--- src/ivr_pkg.sv ---
// Package for the interrupt vector relocation block.
// Assumes a 25 MHz core clock and AXI4-Lite register access.
package ivr_pkg;
  localparam int unsigned CLK_PERIOD_NS  = 40;
  localparam int unsigned UNLOCK_CYCLES  = 4;
  // Register byte addresses
  localparam logic [3:0]  ADDR_MCU_CTRL  = 4'h0;
  localparam logic [3:0]  ADDR_STATUS    = 4'h4;
  localparam logic [3:0]  ADDR_EXEC      = 4'h8;
  // Control register field positions
  localparam int unsigned BIT_UNLOCK     = 0;
  localparam int unsigned BIT_SELECT     = 1;
  // Status register field positions
  localparam int unsigned BIT_BLOCKED    = 0;
  localparam int unsigned BIT_WINDOW     = 1;
  localparam int unsigned BIT_SUPPRESS   = 2;
  // Exec register field: core is running from the boot section
  localparam int unsigned BIT_IN_BOOT    = 0;
  localparam logic [7:0]  MCU_CTRL_RESET = 8'h00;
  localparam logic [1:0]  RESP_OKAY      = 2'h0;
  localparam logic [1:0]  RESP_SLVERR    = 2'h2;
  localparam logic [15:0] APP_RESET_WORD = 16'h0000;
  localparam logic [15:0] VEC_FIRST_OFS  = 16'h0002;
  localparam logic [15:0] VEC_STRIDE     = 16'h0002;
  localparam logic [15:0] FLASH_WORDS    = 16'h4000;
  // Boot section size in words per fuse code 00..11
  localparam logic [15:0] BOOT_WORDS_00  = 16'h0800;
  localparam logic [15:0] BOOT_WORDS_01  = 16'h0400;
  localparam logic [15:0] BOOT_WORDS_10  = 16'h0200;
  localparam logic [15:0] BOOT_WORDS_11  = 16'h0100;

  typedef enum logic [1:0] {
    UNL_IDLE = 2'b00,
    UNL_OPEN = 2'b01,
    UNL_HOLD = 2'b10
  } ivr_unlock_state_t;

  typedef struct packed {
    logic        boot_reset_fuse;
    logic [1:0]  boot_size_fuses;
    logic        app_section_lock_bit;
    logic        boot_section_lock_bit;
  } ivr_fuses_t;

  typedef struct packed {
    logic [15:0] reset_word;
    logic [15:0] vector_base;
    logic [15:0] boot_start;
  } ivr_vectors_t;

  // Boot section start word from the size fuses
  function automatic logic [15:0] ivr_boot_start(input logic [1:0] size);
    logic [15:0] words;
    words = BOOT_WORDS_00;
    case (size)
      2'b00:   words = BOOT_WORDS_00;
      2'b01:   words = BOOT_WORDS_01;
      2'b10:   words = BOOT_WORDS_10;
      default: words = BOOT_WORDS_11;
    endcase
    return 16'(FLASH_WORDS - words);
  endfunction
endpackage

--- src/ivr_top.sv ---
// Interrupt vector relocation: select bit, timed unlock, irq gating.
// Assumes AXI4-Lite master on aclk; fuses and exec pins are asynchronous.
`timescale 1ns/1ns
module ivr_top
  import ivr_pkg::*;
#(
  parameter int unsigned WINDOW_CYCLES = UNLOCK_CYCLES
)
(
  input  wire logic         aclk,
  input  wire logic         aresetn,
  input  wire logic [3:0]   s_axi_awaddr,
  input  wire logic         s_axi_awvalid,
  output logic              s_axi_awready,
  input  wire logic [31:0]  s_axi_wdata,
  input  wire logic [3:0]   s_axi_wstrb,
  input  wire logic         s_axi_wvalid,
  output logic              s_axi_wready,
  output logic [1:0]        s_axi_bresp,
  output logic              s_axi_bvalid,
  input  wire logic         s_axi_bready,
  input  wire logic [3:0]   s_axi_araddr,
  input  wire logic         s_axi_arvalid,
  output logic              s_axi_arready,
  output logic [31:0]       s_axi_rdata,
  output logic [1:0]        s_axi_rresp,
  output logic              s_axi_rvalid,
  input  wire logic         s_axi_rready,
  input  wire ivr_fuses_t   fuses,
  input  wire logic         exec_in_boot,
  input  wire logic         instr_retire,
  input  wire logic         global_irq_enable,
  input  wire logic         irq_request,
  input  wire logic [4:0]   vector_index,
  output logic              irq_take,
  output logic              irq_blocked,
  output logic [15:0]       vector_word,
  output logic [15:0]       reset_word
);
  localparam logic [2:0] WIN_LOAD = 3'(WINDOW_CYCLES);

  // Two-stage synchronisers for asynchronous fuse and exec pins
  ivr_fuses_t fuse_s1, fuse_s2;
  logic       boot_s1, boot_s2;
  always_ff @(posedge aclk)
  begin
    if (!aresetn)
    begin
      fuse_s1 <= '0;
      fuse_s2 <= '0;
      boot_s1 <= 1'b0;
      boot_s2 <= 1'b0;
    end
    else
    begin
      fuse_s1 <= fuses;
      fuse_s2 <= fuse_s1;
      boot_s1 <= exec_in_boot;
      boot_s2 <= boot_s1;
    end
  end

  // Register state
  logic              vector_table_select, next_select;
  logic              vector_change_unlock, next_unlock;
  ivr_unlock_state_t state, next_state;
  logic [2:0]        count, next_count;
  // AXI slave state
  logic              aw_held, next_aw_held, w_held, next_w_held;
  logic [3:0]        aw_addr, next_aw_addr;
  logic [31:0]       w_data, next_w_data;
  logic [3:0]        w_strb, next_w_strb;
  logic              bvalid, next_bvalid, rvalid, next_rvalid;
  logic [1:0]        bresp, next_bresp, rresp, next_rresp;
  logic [31:0]       rdata, next_rdata;
  logic              wr_fire, ctrl_wr;
  logic              wr_unlock, wr_select;
  logic              suppress;
  ivr_vectors_t      map;

  // Write side: address and data taken in any order, one at a time
  always_comb
  begin
    next_aw_held = aw_held;
    next_aw_addr = aw_addr;
    next_w_held  = w_held;
    next_w_data  = w_data;
    next_w_strb  = w_strb;
    next_bvalid  = bvalid;
    next_bresp   = bresp;
    if (s_axi_awvalid && s_axi_awready)
    begin
      next_aw_held = 1'b1;
      next_aw_addr = s_axi_awaddr;
    end
    if (s_axi_wvalid && s_axi_wready)
    begin
      next_w_held = 1'b1;
      next_w_data = s_axi_wdata;
      next_w_strb = s_axi_wstrb;
    end
    wr_fire = aw_held && w_held && !bvalid;
    ctrl_wr = wr_fire && aw_addr == ADDR_MCU_CTRL && w_strb[0];
    if (wr_fire)
    begin
      next_aw_held = 1'b0;
      next_w_held  = 1'b0;
      next_bvalid  = 1'b1;
      next_bresp   = (aw_addr == ADDR_MCU_CTRL || aw_addr == ADDR_STATUS
                      || aw_addr == ADDR_EXEC) ? RESP_OKAY : RESP_SLVERR;
    end
    else if (bvalid && s_axi_bready)
      next_bvalid = 1'b0;
  end
  assign s_axi_awready = !aw_held && !bvalid;
  assign s_axi_wready  = !w_held && !bvalid;
  assign s_axi_bvalid  = bvalid;
  assign s_axi_bresp   = bresp;

  // Unlock sequence: a write with unlock set opens a timed window
  always_comb
  begin
    wr_unlock   = ctrl_wr && w_data[BIT_UNLOCK];
    wr_select   = ctrl_wr && !w_data[BIT_UNLOCK];
    next_select = vector_table_select;
    next_unlock = vector_change_unlock;
    next_state  = state;
    next_count  = count;
    case (state)
      UNL_IDLE:
      begin
        if (wr_unlock)
        begin
          next_state  = UNL_OPEN;
          next_unlock = 1'b1;
          next_count  = WIN_LOAD;
        end
      end
      UNL_OPEN:
      begin
        if (wr_select)
        begin
          next_select = w_data[BIT_SELECT];
          next_unlock = 1'b0;
          next_state  = UNL_HOLD;
        end
        else if (count == 3'h1)
        begin
          next_unlock = 1'b0;
          next_state  = UNL_IDLE;
        end
        else
          next_count = 3'(count - 3'h1);
      end
      UNL_HOLD:
      begin
        // Keep blocked until the following instruction retires
        if (instr_retire)
          next_state = UNL_IDLE;
      end
      default:
      begin
        next_state  = UNL_IDLE;
        next_unlock = 1'b0;
      end
    endcase
  end

  always_ff @(posedge aclk)
  begin
    if (!aresetn)
    begin
      vector_table_select  <= MCU_CTRL_RESET[BIT_SELECT];
      vector_change_unlock <= MCU_CTRL_RESET[BIT_UNLOCK];
      state                <= UNL_IDLE;
      count                <= 3'h0;
      aw_held              <= 1'b0;
      aw_addr              <= 4'h0;
      w_held               <= 1'b0;
      w_data               <= 32'h0;
      w_strb               <= 4'h0;
      bvalid               <= 1'b0;
      bresp                <= RESP_OKAY;
      rvalid               <= 1'b0;
      rresp                <= RESP_OKAY;
      rdata                <= 32'h0;
    end
    else
    begin
      vector_table_select  <= next_select;
      vector_change_unlock <= next_unlock;
      state                <= next_state;
      count                <= next_count;
      aw_held              <= next_aw_held;
      aw_addr              <= next_aw_addr;
      w_held               <= next_w_held;
      w_data               <= next_w_data;
      w_strb               <= next_w_strb;
      bvalid               <= next_bvalid;
      bresp                <= next_bresp;
      rvalid               <= next_rvalid;
      rresp                <= next_rresp;
      rdata                <= next_rdata;
    end
  end

  // Section lock suppression; global enable is only read, never written
  always_comb
  begin
    suppress = (vector_table_select && fuse_s2.app_section_lock_bit && !boot_s2)
            || (!vector_table_select && fuse_s2.boot_section_lock_bit && boot_s2);
    irq_blocked = state != UNL_IDLE;
    irq_take    = irq_request && global_irq_enable && !irq_blocked && !suppress;
  end

  // Read side: single outstanding read, data registered
  always_comb
  begin
    next_rvalid = rvalid;
    next_rdata  = rdata;
    next_rresp  = rresp;
    if (s_axi_arvalid && s_axi_arready)
    begin
      next_rvalid = 1'b1;
      next_rresp  = RESP_OKAY;
      next_rdata  = 32'h0;
      case (s_axi_araddr)
        ADDR_MCU_CTRL:
        begin
          next_rdata[BIT_SELECT] = vector_table_select;
          next_rdata[BIT_UNLOCK] = vector_change_unlock;
        end
        ADDR_STATUS:
        begin
          next_rdata[BIT_BLOCKED]  = irq_blocked;
          next_rdata[BIT_WINDOW]   = state == UNL_OPEN;
          next_rdata[BIT_SUPPRESS] = suppress;
        end
        ADDR_EXEC: next_rdata[BIT_IN_BOOT] = boot_s2;
        default:   next_rresp = RESP_SLVERR;
      endcase
    end
    else if (rvalid && s_axi_rready)
      next_rvalid = 1'b0;
  end
  assign s_axi_arready = !rvalid;
  assign s_axi_rvalid  = rvalid;
  assign s_axi_rdata   = rdata;
  assign s_axi_rresp   = rresp;

  // Address computation lives in the map module
  ivr_vector_map u_map (
    .vector_table_select (vector_table_select),
    .fuses               (fuse_s2),
    .vector_index        (vector_index),
    .map                 (map),
    .vector_word         (vector_word)
  );
  assign reset_word = map.reset_word;
endmodule

--- src/ivr_vector_map.sv ---
// Vector placement: reset word, vector table base, boot start.
// Assumes fuses are static after reset; purely combinational.
`timescale 1ns/1ns
module ivr_vector_map
  import ivr_pkg::*;
(
  input  wire logic         vector_table_select,
  input  wire ivr_fuses_t   fuses,
  input  wire logic [4:0]   vector_index,
  output ivr_vectors_t      map,
  output logic [15:0]       vector_word
);
  logic [15:0] boot_start;

  // Table base follows the select bit; reset word follows the fuse
  always_comb
  begin
    boot_start      = ivr_boot_start(fuses.boot_size_fuses);
    map.boot_start  = boot_start;
    map.reset_word  = fuses.boot_reset_fuse ? APP_RESET_WORD : boot_start;
    map.vector_base = vector_table_select ? 16'(boot_start + VEC_FIRST_OFS)
                                          : VEC_FIRST_OFS;
    // Vector n (1-based) sits 2(n-1) words above the base, vectors two words apart
    vector_word     = 16'(map.vector_base + 16'(vector_index) * VEC_STRIDE
                          - VEC_STRIDE);
  end
endmodule

--- config.mk ---
export PLATFORM = sky130hd
export DESIGN_NAME = ivr_top
export DESIGN_NICKNAME = d
export VERILOG_FILES = /design/src/ivr_pkg.sv /design/src/ivr_top.sv /design/src/ivr_vector_map.sv
export SDC_FILE = /design/constraint.sdc
export NUM_CORES = 1
export LEC_CHECK = 0
export BUFFER_PORTS_ARGS = -buffer_cell sky130_fd_sc_hd__buf_2
export CORE_UTILIZATION = 44
export CTS_CLUSTER_DIAMETER = 150
export DETAILED_ROUTE_END_ITERATION = 8
export MAX_ROUTING_LAYER = met4
export PLACE_DENSITY = 0.95
export SYNTH_ARGS = -nofsm -noshare
export SYNTH_HDL_FRONTEND = slang
export SYNTH_SLANG_ARGS = --single-unit
--- constraint.sdc ---
create_clock -name aclk -period 4.29 [get_ports aclk]
set_clock_uncertainty 0.1 [all_clocks]
set_input_delay 0.858 -clock aclk [delete_from_list [all_inputs] [get_ports aclk]]
set_output_delay 0.858 -clock aclk [all_outputs]
set_load 0.03 [all_outputs]
==> results by group, run 1 <==
Run status
  • Status: completed

Critical path
  • Req. time, crit path: around 3.3 ns
  • FF-to-FF Start: aw_held
  • Critical Path Start: fuse_s2[3]
  • Crit-path max FO: 8
  • Reg2Reg Depth: 4
  • Setup slack, reg-to-reg: around 2.6 ns
  • Worst R2R End: vector_table_select
  • Crit Path Class: flop to primary output
  • Worst Path Arrival: between 1 and 1.5 ns
  • Endpoint class of the critical path: primary output
  • Startpoint types: flop

Detailed routing
  • DR vias: 1440
  • Routed WL: ~3300 um
  • Vias per cell: between 4 and 5
  • DRT antenna net count: 0
  • DRT Pass-1 Iters: 4
  • Drt wl/cell: 10.39 um
  • Residual DRC count: 0
  • 1st-iter DRT viols: 31

Synth
  • Synth top area cells: dfxtp_1 (37%), buf_4 (19%), nor2_1 (5.5%)
  • Top-count cell post-synth: buf_4
  • Post-synth ARST share: 0
  • Synth Flop Type: dfxtp_1
  • Post-Synthesis Cells: 224
  • Number of flops mapped to enable cells by yosys: 0
  • Ys Warns: 0
  • Synth Register Bits: 35
  • Mapped Avg Cell Area: 8.524 um^2
  • Register area share after synthesis: 0.3670
  • Top cells by count, synth: buf_4 (49), dfxtp_1 (35), nor2_1 (28), and2_1 (15), a21oi_1 (10)
  • Leading area contributor after synthesis: dfxtp_1
  • Synthesized area: between 1500 and 2000 um^2
  • Distinct cells, synth: 41
  • Synth top area share: 0.3670

CTS
  • Root Driver: clkbuf_8
  • Clock Latency Late Sink: just under 0.3 ns
  • CTS tree: built
  • Clock H-tree levels: 2
  • Hold_buf cts: 0
  • Max Buffers Root-to-Sink: 2
  • Clk sinks: 35
  • PostCTS Resize Cnt: 0
  • Cts bufs inserted: 5
  • Clk slew on worst S/H paths: approximately 0.080 ns
  • Postcts setup bufs: 0

Floorplan
  • I/O pins: 140
  • Die W: 67.88 um
  • Core region area: approximately 4100 um^2
  • Die area: 4607 um^2
  • Initial Util: 0.4672
  • Die H: ~68 um
  • Rows: 23

Power
  • Cell Int Power: around 490 uW
  • Logic pwr share: 0.184
  • Switching Power: between 200 and 250 uW
  • Clock power frac: 0.334
  • Max VDD drop: 271.9 uV
  • Lkg Pwr: 0.001017 uW
  • Sequential Power Share: 0.482
  • Sw frac: 0.3275
  • Power Dens Cells: between 300 and 400 nW/um^2

Timing
  • Slew HR: 0.5679
  • Least-Margin Pin Slew: 0.6392 ns
  • Peak Freq: between 400 and 500 MHz
  • Setup TNS: 0 ns
  • RSZ-0062 raised after global routing: no
  • Count of final hold-check violations: 0
  • Clock period minus worst slack: 2.442 ns
  • Final Setup Violations: 0
  • Max Slew Vio Count: 0
  • Final period util: 0.5693

Global routing
  • Largest net degree at the start of global routing: 22
  • Vias in the first global route: 1136
  • Congestion Overflow GR: 0
  • Overall routing resource usage: 0.1534
  • Initial antenna violation count: 0
  • Global-route wire length before repair: about 4800 um

Finish
  • Antenna diodes: 0
  • Ratio of cells with drive above 1 in the final layout: 0.2463
  • P&R area growth vs syn: 8.585%
  • Final Instance Area: just over 2000 um^2
  • NumNets Final: about 340

Hold path
  • Hold Path End: fuse_s2[3]
  • Hold/Removal Path Class: flop to flop
  • HP Start: fuse_s1[3]
  • WHS Path Cells: 1

Run
  • Max-Cap Viols: 0

Placement
  • PortBufs: 52
  • Area after DPL: about 2000 um^2
  • Detail Placement HPWL: around 2600 um
  • Routability cong.: about 0.74
-- sequential cells by signal, indices dropped and copies added (netlist names), 2 cells and up --
signal and cells:
aw_addr 4, count 3, fuse_s1 5, fuse_s2 5, s_axi_rdata 3, state 2
w_data 2
-- logic make-up after synthesis --
| logic type | count (synthesis) | share of synthesized area |
|---|---|---|
| DFF | 35 | 0.3670 |
| and+or+nand+nor | 81 | 0.2359 |
| AOI/OAI and AO/OA | 27 | 0.09371 |
| muxes | 9 | 0.04784 |
| other | 1 | 0.001964 |
| adders and majority gates | 3 | 0.01966 |
| buffers and inverters | 68 | 0.2339 |
-- critical path, stage by stage (launching register included) --
cell and delay [ns]:
dfxtp_1 0.45, nand2_1 0.11, ha_1 0.31, and2_1 0.15
buf_2 0.17
-- power groups by stage --
stage               Sequential [uW]  Clock, uW  Combinational (uW)
CTS                             350        249                 134
floorplan                       359          0                 143
global route                    352        262                 147
detailed placement              358          0                 133
finish                          350        243                 134
global placement                356          0                 131
-- routing by layer --
metal | vias up | wire length, um | global-route usage
met4 | 0 | 65 | 0.08594
met2 | 65 | 1563 | 0.2450
met3 | 10 | 242 | 0.07167
li1 | 732 | - | -
met5 | - | 0 | -
met1 | 633 | 1432 | 0.1544
-- cells in the final DEF, fill, tap and decap left out, drive strengths merged, types with 2 or more instances in the layout --
| master | instances |
|---|---|
| buf | 52 |
| conb | 44 |
| dfxtp | 35 |
| nor2 | 28 |
| and2 | 15 |
| a21oi | 10 |
| inv | 10 |
| mux2i | 8 |
| nand2b | 6 |
| nand2 | 6 |
| clkbuf | 5 |
| nor2b | 4 |
| nand3 | 4 |
| and3 | 3 |
| o21ai | 3 |
| ha | 3 |
| nand4b | 2 |
| a31o | 2 |
| a22oi | 2 |
| and3b | 2 |
| o31ai | 2 |
| nand4 | 2 |
| clkinvlp | 2 |
| nor4 | 2 |
-- how the worst max path moves through the flow --
stage | endpoint | cells past startpoint
2_1_floorplan | vector_word[12] | 3
3_3_place_gp | irq_take | 4
3_5_place_dp | irq_take | 4
4_1_cts | vector_word[9] | 4
5_1_grt | vector_word[9] | 4
6_report | vector_word[9] | 4
-- stage by stage --
step           setup WS (ns)  std cells  utilization  hold slack, ns  power, uW
2_1_floorplan          1.928        267            -          0.3119      502.6
3_3_place_gp           2.054        310       0.4847          0.3186      487.4
3_5_place_dp           2.046        310       0.4847          0.3200      490.9
4_1_cts                1.844        318       0.5073          0.3384      732.6
5_1_grt                1.737        318       0.5073          0.3500      760.9
6_report               1.848        318       0.5073          0.3384      727.0
-- area by class of cell --
cell class,instances,area (um^2)
clock inverter,3,23.77
tap,50,62.56
multi-input combinational,164,923.4
clock buffer,5,68.82
fill,371,2013
inverter,9,33.78
sequential,35,700.7
timing repair buffer,52,260.3
(Power assumes the default switching activity.)
==> run 2: changes to the inputs <==
--- a/config.mk
+++ b/config.mk
@@ -6,11 +6,11 @@
 export NUM_CORES = 1
 export LEC_CHECK = 0
 export BUFFER_PORTS_ARGS = -buffer_cell sky130_fd_sc_hd__buf_2
-export CORE_UTILIZATION = 44
+export CORE_UTILIZATION = 40
 export CTS_CLUSTER_DIAMETER = 150
 export DETAILED_ROUTE_END_ITERATION = 8
 export MAX_ROUTING_LAYER = met4
-export PLACE_DENSITY = 0.95
+export PLACE_DENSITY = 0.89
 export SYNTH_ARGS = -nofsm -noshare
 export SYNTH_HDL_FRONTEND = slang
 export SYNTH_SLANG_ARGS = --single-unit
==> constraint.sdc (replaced) <==
create_clock -name aclk -period 2.5 [get_ports aclk]
set_clock_uncertainty 0.1 [all_clocks]
set_input_delay 0.5 -clock aclk [delete_from_list [all_inputs] [get_ports aclk]]
set_output_delay 0.5 -clock aclk [all_outputs]
set_load 0.03 [all_outputs]
==> results by group, run 2 (synthesis results as in run 1) <==
CTS
  • Root Driver: clkbuf_8
  • Max Buffers Root-to-Sink: 2
  • Clock H-tree levels: 2
  • Postcts setup bufs: 0
  • Cts bufs inserted: 5
  • Hold_buf cts: 0
  • Clock Latency Late Sink: ~0.29 ns
  • Clk slew on worst S/H paths: 0.07 ns
  • CTS tree: built
  • Clk sinks: 35
  • PostCTS Resize Cnt: 0

Floorplan
  • Die W: slightly above 70 um
  • Rows: 24
  • Die H: 71.09 um
  • I/O pins: 140
  • Die area: 5054 um^2
  • Core region area: 4474 um^2
  • Initial Util: 0.4267

Finish
  • Filler instances: roughly 430
  • Antenna diodes: 0
  • Commonest non-fill, non-tap cell in the layout: buf_2
  • Finished Layout Cells: 320
  • Area of the multi-input gates: ~900 um^2
  • P&R area growth vs syn: 8.716%
  • Ratio of cells with drive above 1 in the final layout: 0.2463
  • Largest registers: fuse_s1 (5), fuse_s2 (5), aw_addr (4)
  • Commonest cells after routing, fill and taps aside: buf_2 (52), conb_1 (44), dfxtp_1 (35)
  • NumNets Final: around 340
  • Reg area: between 700 and 800 um^2

Critical path
  • Max stage delay on crit path: 0.44 ns
  • CP max-delay cell: dfxtp_1
  • Req. time, crit path: between 1.5 and 2 ns
  • Startpoint types: flop
  • Worst Path Arrival: roughly 1.5 ns
  • Crit-path max FO: 8
  • CP cell instances: nand2_1 -> ha_1 -> and2_1 -> buf_2
  • Crit Path Class: flop to primary output
  • CP top delay family: flip-flops
  • Endpoint class of the critical path: primary output
  • Buf/Inv on CP: 1

Timing
  • Final Setup Violations: 0
  • Clock period minus worst slack: between 2 and 2.5 ns
  • Setup TNS: 0 ns
  • Slew HR: 0.5658
  • Count of final hold-check violations: 0
  • Max Slew Vio Count: 0
  • RSZ-0062 raised after global routing: no
  • Final period util: 0.8292
  • Peak Freq: about 480 MHz
  • Least-Margin Pin Slew: approximately 0.65 ns

Run status
  • Status: finished with violations
  • Failing checks: DRC

Detailed routing
  • Vias per cell: roughly 4.6
  • Residual DRC count: 8
  • DRT antenna net count: 0
  • Routed WL: 3242 um
  • Drt wl/cell: 10.13 um
  • DR vias: 1459
  • 1st-iter DRT viols: 73
  • DRT Pass-1 Iters: 8

Placement
  • Detail Placement HPWL: approximately 2500 um
  • Dpl cells: 312
  • Routability cong.: approximately 0.8
  • PortBufs: 52

Global routing
  • Largest net degree at the start of global routing: 22
  • Global-route wire length before repair: roughly 5200 um
  • Congestion Overflow GR: 0
  • Vias in the first global route: between 1000 and 1500
  • Overall routing resource usage: 0.1370
  • Initial antenna violation count: 0

Run
  • Max-Cap Viols: 0

Power
  • Lkg Pwr: 0.001017 uW
  • Max VDD drop: around 360 uV
  • Power Dens Cells: 598.1 nW/um^2

Hold path
  • Hold/Removal Path Class: primary input to flop
[run 2: worst paths after layout]
| path | startpoint | to | cells after the start | slack (ns) |
|---|---|---|---|---|
| setup reg to reg | aw_held | vector_table_select | 4 | 0.83 |
| setup / recovery | fuse_s2[3] | vector_word[9] | 4 | 0.43 |
| hold / removal | fuses[4] | fuse_s1[4] | 2 | 0.31 |
| hold reg to reg | fuse_s1[1] | fuse_s2[1] | 1 | 0.33 |
[run 2: routing by layer]
metal | up-vias | share of wire | track usage
li1 | 736 | - | -
met1 | 652 | 0.42 | 0.1450
met3 | 5 | 0.062 | 0.04416
met5 | - | 0 | -
met2 | 66 | 0.50 | 0.2276
met4 | 0 | 0.017 | 0.07333
[run 2: per-stage QoR]
stage	power, uW	hold slack, ns	instance area [um^2]	worst slack, ns	util
2_1_floorplan	862.5	0.3119	2071	0.4962	-
3_3_place_gp	836.8	0.3184	1983	0.7784	0.4432
3_5_place_dp	842.3	0.3169	1983	0.7417	0.4432
4_1_cts	1251	0.2989	2076	0.4130	0.4639
5_1_grt	1299	0.3073	2076	0.3080	0.4639
6_report	1241	0.3052	2076	0.4269	0.4639
[run 2: final cells by class]
class,count,area share
clock buffers,5,0.03315
clock inverters,3,0.01145
inverters,9,0.01627
multi-input cells,164,0.4448
flip-flops and latches,35,0.3376
well taps,52,0.03134
repair buffers,52,0.1254
[run 2: where the power goes]
part           internal, uW  switching, uW
logic                  57.8            172
clock network           199            212
registers               582           17.9
==> run 3: changes to the inputs <==
--- a/config.mk
+++ b/config.mk
@@ -6,11 +6,11 @@
 export NUM_CORES = 1
 export LEC_CHECK = 0
 export BUFFER_PORTS_ARGS = -buffer_cell sky130_fd_sc_hd__buf_2
-export CORE_UTILIZATION = 40
+export CORE_UTILIZATION = 37
 export CTS_CLUSTER_DIAMETER = 150
 export DETAILED_ROUTE_END_ITERATION = 8
 export MAX_ROUTING_LAYER = met4
-export PLACE_DENSITY = 0.89
+export PLACE_DENSITY = 0.87
 export SYNTH_ARGS = -nofsm -noshare
 export SYNTH_HDL_FRONTEND = slang
 export SYNTH_SLANG_ARGS = --single-unit
==> constraint.sdc (replaced) <==
create_clock -name aclk -period 1.7 [get_ports aclk]
set_clock_uncertainty 0.1 [all_clocks]
set_input_delay 0.34 -clock aclk [delete_from_list [all_inputs] [get_ports aclk]]
set_output_delay 0.34 -clock aclk [all_outputs]
set_load 0.03 [all_outputs]
==> results by group, run 3 (synthesis results as in run 1) <==
Placement
  • Routability cong.: ~0.77
  • Detail Placement HPWL: ~2700 um
  • PortBufs: between 50 and 60

Timing
  • Setup TNS: -0.1436 ns
  • Peak Freq: around 560 MHz
  • Final setup margin: -0.08722 ns
  • Clock period minus worst slack: approximately 1.8 ns
  • RSZ-0062 raised after global routing: yes
  • Final period util: 1.051
  • Final Setup Violations: 2
  • Final hold slack: approximately 0.15 ns
  • Max Slew Vio Count: 0
  • Count of final hold-check violations: 0

Global routing
  • Largest net degree at the start of global routing: 22
  • Overall routing resource usage: 0.1425
  • M1 GR Usage: 0.1662
  • M3 GR Usage: 0.03841
  • Routing usage on met2: 0.2202
  • Initial antenna violation count: 0
  • Global-route wire length before repair: about 5800 um
  • GRT busiest layer: met2
  • Vias in the first global route: 1338
  • Congestion Overflow GR: 0

Critical path
  • Worst Path Arrival: 1.35 ns
  • Req. time, crit path: approximately 1.3 ns
  • Reg2Reg Depth: 6
  • Endpoint class of the critical path: primary output
  • Crit-path max FO: 3
  • Crit Path Class: flop to primary output
  • Setup slack, reg-to-reg: 0.11 ns
  • Startpoint types: flop
  • FF-to-FF Start: count[1]
  • Critical Path Start: fuse_s2[2]
  • Worst R2R End: count[2]

Power
  • Power Dens Cells: between 900 and 1000 nW/um^2
  • Cell Int Power: ~1500 uW
  • Clock power frac: 0.418
  • Sequential Power Share: 0.413
  • Switching Power: about 600 uW
  • Sw frac: 0.2812
  • Lkg Pwr: 0.001104 uW
  • Logic pwr share: 0.170
  • Max VDD drop: 482.1 uV

CTS
  • Cts bufs inserted: 5
  • Clk sinks: 35
  • Root Driver: clkbuf_8
  • Max Buffers Root-to-Sink: 2
  • CTS tree: built
  • Clock H-tree levels: 2
  • Clk slew on worst S/H paths: around 0.070 ns
  • Clock Latency Late Sink: between 0.2 and 0.3 ns

Floorplan
  • Rows: 25
  • Die W: ~74 um
  • Die H: around 74 um
  • Initial Util: 0.3938
  • Core region area: between 4000 and 5000 um^2
  • I/O pins: between 100 and 150
  • Die area: between 5000 and 6000 um^2

Finish
  • Final core occ: 0.4748
  • Commonest non-fill, non-tap cell in the layout: buf_2
  • NumNets Final: around 340
  • Area of the multi-input gates: ~990 um^2
  • Ratio of cells with drive above 1 in the final layout: 0.3321
  • Filler instances: approximately 470
  • Antenna diodes: 0
  • Reg area: 715.7 um^2
  • Largest registers: fuse_s1 (5), fuse_s2 (5), aw_addr (4)
  • P&R area growth vs syn: 20.58%
  • Commonest cells after routing, fill and taps aside: buf_2 (46), conb_1 (44), dfxtp_1 (29)

Detailed routing
  • Vias per cell: about 4.4
  • Routed WL: between 3000 and 4000 um
  • DR vias: 1497
  • DRT antenna net count: 0
  • DRT Pass-1 Iters: 4
  • Drt wl/cell: ~11 um
  • Residual DRC count: 0
  • 1st-iter DRT viols: 66

Hold path
  • Hold Path End: fuse_s1[1]
  • Hold/Removal Path Class: primary input to flop
  • HP Start: fuses[1]
  • WHS Path Cells: 2

Run status
  • Status: finished with violations
  • Failing checks: setup timing

Run
  • Max-Cap Viols: 0
==> run 3: cell count changes in the layout (fill, tap and decap cells not counted), moves of 3 or more <==
cell / change
dfxtp_1: -6
nor2_1: -3
buf_2: -6
dfxtp_2: +3
buf_6: +5
buf_4: +7
dfxtp_4: +3
==> run 3: timing repair <==
item	in CTS	in global routing
endpoints found under the setup margin	8	10
resized for setup	15	21
buffers inserted	2	0
pin swaps	1	0
hold buffers	0	0
==> run 3: worst max-delay path by stage <==
stage	to	slack, ns	cells after the start
2_1_floorplan	reset_word[9]	0.05	3
3_3_place_gp	vector_word[9]	0.12	4
3_5_place_dp	vector_word[9]	0.10	4
4_1_cts	reset_word[9]	-0.05	4
5_1_grt	reset_word[9]	-0.13	4
6_report	reset_word[9]	-0.09	4
==> run 3: worst max-delay path: stages, from the launching register on <==
cell and delay (ns):
dfxtp_4 0.36, nand2b_4 0.15, ha_4 0.26, nor2b_4 0.14, buf_6 0.14
==> run 3: layout make-up <==
class	count	area share
Tap cell	67	0.03641
Inverter	9	0.01467
Timing Repair Buffer	58	0.1473
Clock inverter	3	0.02935
Sequential cell	35	0.3109
Multi-Input combinational cell	164	0.4315
Clock buffer	5	0.02989
==> run 3: power by group through the flow <==
stage | registers (uW) | logic [uW] | clock network, uW
final | 884 | 364 | 896
after global routing | 890 | 395 | 957
after global placement | 901 | 340 | 0
after floorplan | 908 | 363 | 0
after CTS | 884 | 353 | 915
after detailed placement | 903 | 345 | 0
==> run 3: per-stage QoR <==
stage	power (uW)	cells	worst slack (ns)	area (um^2)
2_1_floorplan	1271	267	0.04588	2077
3_3_place_gp	1241	331	0.1234	2038
3_5_place_dp	1248	331	0.1032	2038
4_1_cts	2152	341	-0.04669	2241
5_1_grt	2242	341	-0.1280	2302
6_report	2144	341	-0.08722	2302
==> run 3: layer usage <==
| layer | part of all wire | wire length [um] | up-vias |
|---|---|---|---|
| li1 | - | - | 749 |
| met1 | 0.42 | 1597 | 686 |
| met2 | 0.52 | 1992 | 57 |
| met3 | 0.051 | 196 | 5 |
| met4 | 0.010 | 39 | 0 |
| met5 | 0 | 0 | - |
